$ cat src/io_map_pkg.sv
// Constants and types for the peripheral I/O space access map.
package io_map_pkg;

    // Address windows, as seen by the core.
    localparam logic [7:0] BIT_IO_MAX  = 8'h1F;
    localparam logic [7:0] IO_MAX      = 8'h3F;
    localparam logic [7:0] IO_DATA_OFS = 8'h20;
    localparam logic [7:0] EXT_LO      = 8'h60;
    localparam logic [7:0] EXT_HI      = 8'hFF;

    // Reserved data addresses inside the extended space.
    localparam logic [7:0] RSV_LO      = 8'h8C;
    localparam logic [7:0] RSV_HI      = 8'hAF;
    localparam logic [7:0] RSV_A       = 8'hB5;
    localparam logic [7:0] RSV_B       = 8'hB7;

    // I/O address of the register whose bits are write-one-to-clear flags.
    localparam logic [7:0] FLAG_IO     = 8'h16;

    localparam logic [7:0] REG_RST     = 8'h00;
    localparam logic [7:0] FLAG_RST    = 8'h00;
    localparam logic [7:0] FULL_MASK   = 8'hFF;
    localparam int         LOC_COUNT   = 224;

    // Core operations; the three get forms and the three put forms behave
    // alike here, they differ only in how the core forms the address.
    typedef enum logic [3:0] {
        OP_IO_READ,
        OP_IO_WRITE,
        OP_BIT_SET,
        OP_BIT_CLEAR,
        OP_SKIP_SET,
        OP_SKIP_CLEAR,
        OP_MEM_GET,
        OP_MEM_GET_DIRECT,
        OP_MEM_GET_DISPLACED,
        OP_MEM_PUT,
        OP_MEM_PUT_DIRECT,
        OP_MEM_PUT_DISPLACED
    } op_t;

endpackage

$ cat src/io_store_if.sv
// Access channel between the address decoder and the register store.
`timescale 1ns/1ps
interface io_store_if;
    logic [7:0] idx;
    logic       wr;
    logic [7:0] wdata;
    logic [7:0] wmask;
    logic [7:0] rdata;

    modport ctrl  (output idx, output wr, output wdata, output wmask,
                   input rdata);
    modport store (input idx, input wr, input wdata, input wmask,
                   output rdata);
endinterface

$ cat src/io_reg_store.sv
// Register store for the data-space image of the peripheral I/O space.
`timescale 1ns/1ps
module io_reg_store
    import io_map_pkg::*;
(
    // Clock and reset
    input  wire logic       clk,
    input  wire logic       rst_n,
    input  wire logic       ce,
    // Access channel
    io_store_if.store       bus,
    // Flag events from peripheral logic, same clock
    input  wire logic [7:0] hw_flag_set,
    output logic      [7:0] flag_view
);

    localparam logic [7:0] FLAG_DATA = FLAG_IO + IO_DATA_OFS;

    logic [7:0] mem_q [LOC_COUNT];
    logic [7:0] flags_q;
    logic [7:0] flags_d;
    logic [7:0] clr_bits;
    logic [7:0] ofs;
    wire        below = bus.idx < IO_DATA_OFS;
    wire        rsv   = (bus.idx >= RSV_LO && bus.idx <= RSV_HI) ||
                        bus.idx == RSV_A || bus.idx == RSV_B;
    wire        is_flag = bus.idx == FLAG_DATA;

    assign ofs = bus.idx - IO_DATA_OFS;

    // Reserved locations read zero and absorb writes.
    assign bus.rdata = (below || rsv) ? 8'h00 :
                       is_flag ? flags_q : mem_q[ofs];

    genvar i;
    generate
        for (i = 0; i < LOC_COUNT; i++) begin : g_loc
            localparam logic [7:0] ADDR = 8'(i + 32);
            wire hit = bus.wr && !rsv && !below && bus.idx == ADDR &&
                       ADDR != FLAG_DATA;
            always_ff @(posedge clk) begin
                if (!rst_n) begin
                    mem_q[i] <= REG_RST;
                end else if (ce && hit) begin
                    mem_q[i] <= (mem_q[i] & ~bus.wmask) |
                                (bus.wdata & bus.wmask);
                end
            end
        end
    endgenerate

    // Only bits both selected and written as one are cleared; a flag
    // raised in the same cycle survives the clear.
    assign clr_bits = (bus.wr && is_flag) ? (bus.wmask & bus.wdata) : 8'h00;
    assign flags_d  = (flags_q & ~clr_bits) | hw_flag_set;

    always_ff @(posedge clk) begin
        if (!rst_n) begin
            flags_q <= FLAG_RST;
        end else if (ce) begin
            flags_q <= flags_d;
        end
    end

    assign flag_view = flags_q;

endmodule // io_reg_store

$ cat src/io_space_access_map.sv
// Peripheral I/O space access map: decodes core operations onto the store.
`timescale 1ns/1ps
module io_space_access_map
    import io_map_pkg::*;
(
    // Clock, reset and enable
    input  wire logic       clk,
    input  wire logic       rst_n,
    input  wire logic       ce,
    // Request from the core
    input  wire logic       req_valid,
    input  wire op_t        req_op,
    input  wire logic [7:0] req_addr,
    input  wire logic [2:0] req_bit,
    input  wire logic [7:0] req_wdata,
    // Answer to the core
    output logic            ans_valid,
    output logic      [7:0] ans_data,
    output logic            ans_skip,
    output logic            ans_fault,
    // Peripheral flag events and flag state
    input  wire logic [7:0] hw_flag_set,
    output logic      [7:0] flag_view
);

    io_store_if st ();

    logic       ans_valid_q;
    logic       ans_valid_d;
    logic [7:0] ans_data_q;
    logic [7:0] ans_data_d;
    logic       ans_skip_q;
    logic       ans_skip_d;
    logic       ans_fault_q;
    logic       ans_fault_d;

    // Operation classes.
    wire is_io_rd  = req_op == OP_IO_READ;
    wire is_io_wr  = req_op == OP_IO_WRITE;
    wire is_bset   = req_op == OP_BIT_SET;
    wire is_bclr   = req_op == OP_BIT_CLEAR;
    wire is_sks    = req_op == OP_SKIP_SET;
    wire is_skc    = req_op == OP_SKIP_CLEAR;
    wire is_get    = req_op == OP_MEM_GET || req_op == OP_MEM_GET_DIRECT ||
                     req_op == OP_MEM_GET_DISPLACED;
    wire is_put    = req_op == OP_MEM_PUT || req_op == OP_MEM_PUT_DIRECT ||
                     req_op == OP_MEM_PUT_DISPLACED;
    wire is_bit_op = is_bset || is_bclr || is_sks || is_skc;
    wire is_io_op  = is_io_rd || is_io_wr || is_bit_op;
    wire is_mem_op = is_get || is_put;

    // Range checks per operation class.
    wire bit_ok  = req_addr <= BIT_IO_MAX;
    wire io_ok   = req_addr <= IO_MAX;
    wire mem_ok  = req_addr >= IO_DATA_OFS;
    wire fault   = (is_bit_op && !bit_ok) || (is_io_op && !io_ok) ||
                   (is_mem_op && !mem_ok) || !(is_io_op || is_mem_op);

    // I/O operations land at their address plus the data-space offset.
    wire [7:0] io_data_addr = {2'b00, req_addr[5:0]} + IO_DATA_OFS;
    wire [7:0] bit_mask     = 8'h01 << req_bit;

    assign st.idx = is_io_op ? io_data_addr : req_addr;

    // Writes: a bit operation touches only the addressed bit.
    assign st.wr    = req_valid && ce && !fault &&
                      (is_io_wr || is_put || is_bset || is_bclr);
    assign st.wmask = (is_bset || is_bclr) ? bit_mask : FULL_MASK;
    assign st.wdata = is_bset ? bit_mask :
                      is_bclr ? 8'h00 : req_wdata;

    // Single-bit test for the skip decision.
    wire sel_bit = st.rdata[req_bit];

    assign ans_valid_d = req_valid;
    assign ans_fault_d = req_valid && fault;
    assign ans_data_d  = (req_valid && !fault && (is_io_rd || is_get)) ?
                         st.rdata : 8'h00;
    assign ans_skip_d  = req_valid && !fault &&
                         ((is_sks && sel_bit) || (is_skc && !sel_bit));

    io_reg_store u_store (
        .clk         (clk),
        .rst_n       (rst_n),
        .ce          (ce),
        .bus         (st.store),
        .hw_flag_set (hw_flag_set),
        .flag_view   (flag_view)
    );

    always_ff @(posedge clk) begin
        if (!rst_n) begin
            ans_valid_q <= 1'b0;
            ans_fault_q <= 1'b0;
            ans_skip_q  <= 1'b0;
            ans_data_q  <= REG_RST;
        end else if (ce) begin
            ans_valid_q <= ans_valid_d;
            ans_fault_q <= ans_fault_d;
            ans_skip_q  <= ans_skip_d;
            ans_data_q  <= ans_data_d;
        end
    end

    assign ans_valid = ans_valid_q;
    assign ans_data  = ans_data_q;
    assign ans_skip  = ans_skip_q;
    assign ans_fault = ans_fault_q;

    // Checks on the decoded behaviour.
    wire rsv_addr = (req_addr >= RSV_LO && req_addr <= RSV_HI) ||
                    req_addr == RSV_A || req_addr == RSV_B;

    a_bit_range_fault: assert property (
        @(posedge clk) disable iff (!rst_n)
        ce && req_valid && (is_bset || is_bclr) && req_addr > BIT_IO_MAX &&
        hw_flag_set == 8'h00
        |=> ans_fault && $stable(flag_view))
        else $error("bit operation above the low range was not refused");

    a_skip_bit_test: assert property (
        @(posedge clk) disable iff (!rst_n)
        ce && req_valid && is_sks && bit_ok
        |=> ans_valid && ans_skip == $past(sel_bit) && !ans_fault)
        else $error("skip decision does not follow the tested bit");

    a_flag_w1c_clear: assert property (
        @(posedge clk) disable iff (!rst_n)
        ce && req_valid && is_io_wr && req_addr == FLAG_IO &&
        hw_flag_set == 8'h00
        |=> flag_view == ($past(flag_view) & ~$past(req_wdata)))
        else $error("flag register did not clear exactly the ones written");

    a_bitop_single_bit: assert property (
        @(posedge clk) disable iff (!rst_n)
        ce && req_valid && (is_bset || is_bclr) && req_addr == FLAG_IO &&
        hw_flag_set == 8'h00
        |=> ((flag_view ^ $past(flag_view)) & ~$past(bit_mask)) == 8'h00)
        else $error("bit operation changed a flag other than its own");

    a_io_window_limit: assert property (
        @(posedge clk) disable iff (!rst_n)
        ce && req_valid && (is_io_rd || is_io_wr) && req_addr > IO_MAX
        |=> ans_valid && ans_fault && ans_data == 8'h00)
        else $error("I/O access beyond the 64 locations was accepted");

    a_io_data_offset: assert property (
        @(posedge clk) disable iff (!rst_n)
        req_valid && is_io_op && io_ok
        |-> st.idx == req_addr + IO_DATA_OFS)
        else $error("I/O access not mapped at address plus offset");

    a_ext_mem_reach: assert property (
        @(posedge clk) disable iff (!rst_n)
        ce && req_valid && is_mem_op && req_addr >= EXT_LO &&
        req_addr <= EXT_HI
        |=> ans_valid && !ans_fault)
        else $error("load or store to the extended space was refused");

    a_rsv_read_zero: assert property (
        @(posedge clk) disable iff (!rst_n)
        ce && req_valid && is_get && rsv_addr
        |=> ans_data == 8'h00 && !ans_fault)
        else $error("reserved location did not read as zero");

    // Answer timing, the clock enable, refusals, skip-if-clear, I/O reach, flag priority and reserved locations.
    a_answer_one_cycle: assert property (
        @(posedge clk) disable iff (!rst_n)
        ce |=> ans_valid == $past(req_valid))
        else $error("answer did not follow its request by one cycle");

    a_ce_freeze_hold: assert property (
        @(posedge clk) disable iff (!rst_n)
        !ce
        |=> $stable({ans_valid, ans_data, ans_skip, ans_fault, flag_view}))
        else $error("state changed while the clock enable was low");

    a_fault_answer_clear: assert property (
        @(posedge clk) disable iff (!rst_n)
        ce && req_valid && fault
        |=> ans_valid && ans_fault && ans_data == 8'h00 && !ans_skip)
        else $error("refused operation returned data or a skip");

    a_skip_clear_test: assert property (
        @(posedge clk) disable iff (!rst_n)
        ce && req_valid && is_skc && bit_ok
        |=> ans_valid && ans_skip == !$past(sel_bit) && !ans_fault)
        else $error("skip-if-clear decision does not follow the bit");

    a_flag_set_wins: assert property (
        @(posedge clk) disable iff (!rst_n)
        ce |=> (flag_view & $past(hw_flag_set)) == $past(hw_flag_set))
        else $error("raised flag was lost to a clear in the same cycle");

    a_io_ext_unreached: assert property (
        @(posedge clk) disable iff (!rst_n)
        req_valid && is_io_op |-> st.idx < EXT_LO)
        else $error("I/O operation reached the extended space");

    a_rsv_store_zero: assert property (
        @(posedge clk) disable iff (!rst_n)
        req_valid && is_mem_op && rsv_addr |-> st.rdata == 8'h00)
        else $error("reserved location drove nonzero read data");

    a_rsv_write_ignored: assert property (
        @(posedge clk) disable iff (!rst_n)
        ce && req_valid && is_put && rsv_addr && hw_flag_set == 8'h00
        |=> ans_valid && !ans_fault && $stable(flag_view))
        else $error("write to a reserved location was refused or took effect");

    a_mem_low_fault: assert property (
        @(posedge clk) disable iff (!rst_n)
        ce && req_valid && is_mem_op && req_addr < IO_DATA_OFS
        |=> ans_valid && ans_fault)
        else $error("load or store below the I/O image was accepted");

endmodule // io_space_access_map

$ cat config.mk
export PLATFORM = sky130hd
export DESIGN_NAME = io_space_access_map
export DESIGN_NICKNAME = d
export VERILOG_FILES = /design/src/io_map_pkg.sv /design/src/io_store_if.sv /design/src/io_reg_store.sv /design/src/io_space_access_map.sv
export SDC_FILE = /design/constraint.sdc
export NUM_CORES = 2
export LEC_CHECK = 0
export BUFFER_PORTS_ARGS = -buffer_cell sky130_fd_sc_hd__buf_4
export CORE_AREA = 2 2 604 606
export DETAILED_ROUTE_END_ITERATION = 6
export DIE_AREA = 0 0 606 608
export PLACE_DENSITY = 0.44
export SETUP_SLACK_MARGIN = 0.5
export SLEW_MARGIN = 20
export SYNTH_ARGS = -nofsm -noshare
export SYNTH_HDL_FRONTEND = slang
export SYNTH_HIERARCHICAL = 1
export SYNTH_SLANG_ARGS = --single-unit
$ cat constraint.sdc
create_clock -name clk -period 4.5 [get_ports clk]
set_clock_uncertainty 0.1 [all_clocks]
set_input_delay 0.45 -clock clk [delete_from_list [all_inputs] [get_ports clk]]
set_output_delay 0.45 -clock clk [all_outputs]
set_load 0.01 [all_outputs]
==> results_dict.tcl <==
set metrics [dict create \
    outcome "complete, no violations" \
    finalSetupViolCount 0 \
    syn_area_um2 90100 \
    clk_transition_reported_paths_ns 0.06 \
    clockRootBuffer "clkbuf_16" \
    synth-xor-area-share_pct 0.0292 \
    hold_depth 4 \
    p_per_area_nw_per_um2 384 \
    gp_congestion 0.899 \
    slew_headroom_pct 9.62 \
    nNetsFinal 7685 \
    crit_top_cell "buf_4" \
    startpoint "req_op[2]" \
    crit_chain "buf_4 -> a21oi_1 -> buf_4 -> xor2_4 -> buf_4 -> and2_1 -> nand2_1 -> buf_4 -> o21ai_0 -> a211oi_1 -> a211o_1 -> a31oi_1 -> mux2_2 -> o221ai_1 -> or3_1 -> nand2_1 -> a22o_1" \
    routed_wl_um 358000 \
    drv_slew 0 \
    synthTopCellsByCount "1784 x edfxtp_1, 1542 x a21oi_1, 1488 x nand2b_1, 415 x mux4_2, 408 x clkbuf_1" \
    rsz0062_at_grt "false" \
    post-place-ws_ns -0.351 \
    ant_nets 0 \
    grt_pass1_vias 62993 \
    hold_violations 0 \
    drt_iter0_drc 8103 \
    slowest_delay_ns 0.70 \
    dr.pass1.iters 6 \
    cts_sinks 1803 \
    numCtsBuffers 216 \
    h-tree-depth 4 \
    crit_arrival_ns 4.77 \
    cp-start-kind "input port" \
    dp_hpwl_um 235000 \
    ys_ff_latch 1803 \
    postSynthCellCount 7005 \
    pin_count 54 \
    post_drt_wl_per_cell_um 28.4 \
    cts_tree "built" \
    synth_top_family_by_area "simple AND/OR/NAND/NOR gates" \
    syn_area_per_cell_um2 12.9 \
    post-cts-setup-buffers 0 \
    synth_top_area_share_pct 59.5 \
    synth_area_leader_cell "edfxtp_1" \
    min_from "req_op[0]" \
    grt_overflow 0 \
    reg2reg_depth 12 \
    yosys-top-cells-area "edfxtp_1 59%, mux4_2 10%, nand2b_1 10%" \
    ir_drop_uv 298 \
    drive_gt1_share_pct 18.6 \
    die_h_um 608 \
    fmax_ghz 0.249 \
    vias_per_cell 5.09 \
    drv_cap 0 \
    rows 221 \
    die_x_um 606 \
    synth_warnings 6 \
    cp-end-kind "flip-flop" \
    syn2layout_area_growth_pct 19.5 \
    synth_simple_gate_area_share_pct 13.1 \
    clkLatencyLatePin_ns 0.92 \
    synth_edf_count 1784 \
    synthArstFlopShare_pct 0 \
    r2r-start "u_store/mem_q[6][4]" \
    yosysMostFrequentCell "edfxtp_1" \
    finalCritPeriodShare_pct 89.4 \
    core_um2 362000 \
    worstHoldPathType "input port to flip-flop" \
    clockBufferDepth 4 \
    synthAdderAreaFrac_pct 0.0139 \
    synth_flop_cell "edfxtp_1" \
    power.leakage_nw 35.4 \
    dieArea_um2 368000 \
    grt_pass1_wl_um 501000 \
    io_buffers 53 \
    path_class "input port to flip-flop" \
    crit_path_max_fanout 9 \
    start_util_pct 24.9 \
    ys_types 73 \
    cpMaxStageDelayCell "o21ai_0" \
    synth_compound_area_share_pct 11.8 \
    vias 64303 \
    grt_max_degree 186 \
    setup_ws_ns 0.478 \
    drc 0 \
    synth_mux_area_share_pct 11.9 \
    fin_crit_ns 4.02 \
    grt_antenna_before_repair 19 \
    final_core_util_pct 29.8 \
    gr-usage-all-layers_pct 18.9 \
    seq_area_frac_synth_pct 59.9 \
    worst_slew_pin_slew_ns 1.36 \
    required_ns 5.25 \
    r2r_slack_ns 0.71 \
]
-- area by class of cell --
class                      count  area [µm²]
clock inverter               124        1150
fill                       36741      254000
timing repair buffer         685        6110
sequential                  1803       54000
antenna                       15        37.5
tap                         4794        6000
inverter                      49         191
multi-input combinational   4894       34600
clock buffer                 263        5620
-- cell families (layout without fill, tap and decap cells) --
| group | count (synthesis) | count (layout) |
|---|---|---|
| adder cells (fa/ha/maj) | 1 | 1 |
| other | 1 | 319 |
| AND/OR/NAND/NOR | 2039 | 2039 |
| multiplexers | 551 | 551 |
| flip-flops | 1803 | 1803 |
| XOR/XNOR | 3 | 3 |
| AO/OA/AOI/OAI | 1996 | 1996 |
| buffers and inverters | 611 | 1121 |
-- repair_timing --
action,CTS,global route
setup endpoints to repair,1,1
hold endpoints to repair,11,0
hold buffers,13,0
gates resized for setup,1,3
-- worst paths after layout --
path | endpoint
min reg2reg | u_store/mem_q[183][0]
min | ans_skip
max reg2reg | ans_skip
max | ans_skip
-- placed cells by master, fill, tap and decap left out, types with 73 or more instances in the layout --
cell type and instances:
clkbuf_16 218, buf_4 593, edfxtp_1 1784, a21oi_1 1542, mux4_2 415, conb_1 304, o21ai_0 211, mux2i_1 130
nand2_1 304, nand2b_1 1488, buf_12 73
-- state kept, by name, summed over array words and instances (netlist names) --
name,cells
u_store/mem_q,1784
u_store/flag_view,8
ans_fault,1
ans_valid,1
ans_skip,1
ans_data,8
-- per-layer routing --
layer | vias up | global-route usage [%] | share of wire, %
li1 | 27434 | - | -
met1 | 33127 | 26.8 | 43
met2 | 3204 | 29.1 | 45
met3 | 532 | 3.61 | 8.7
met4 | 6 | 5.82 | 3.4
met5 | - | 0 | 0.011
-- power breakdown --
| group | switching [W] | internal [W] | total [W] |
|---|---|---|---|
| clock | 0.00730 | 0.00993 | 0.0172 |
| combinational | 0.00299 | 0.00160 | 0.00459 |
| sequential | 0.000340 | 0.0191 | 0.0195 |
-- worst max-delay path, delay by kind of cell --
kind	cells	cell delay [ns]
AO/OA/AOI/OAI	7	1.80
buffers and inverters	4	0.98
AND/OR/NAND/NOR	4	0.97
XOR/XNOR	1	0.30
multiplexers	1	0.20
-- stage by stage --
stage | TNS, ns | power (W) | instances | hold WS [ns] | instance area (µm²)
2_1_floorplan | 0 | 0.0219 | 7308 | 0.400 | 91200
3_3_place_gp | -267.72 | 0.0243 | 12210 | 0.370 | 101000
3_5_place_dp | -7.64 | 0.0243 | 12211 | 0.378 | 101000
4_1_cts | 0 | 0.0416 | 12611 | 0.0157 | 108000
5_1_grt | 0 | 0.0425 | 12612 | 0.0490 | 108000
6_report | 0 | 0.0413 | 12627 | 0.0558 | 108000
(Power assumes the default switching activity.)
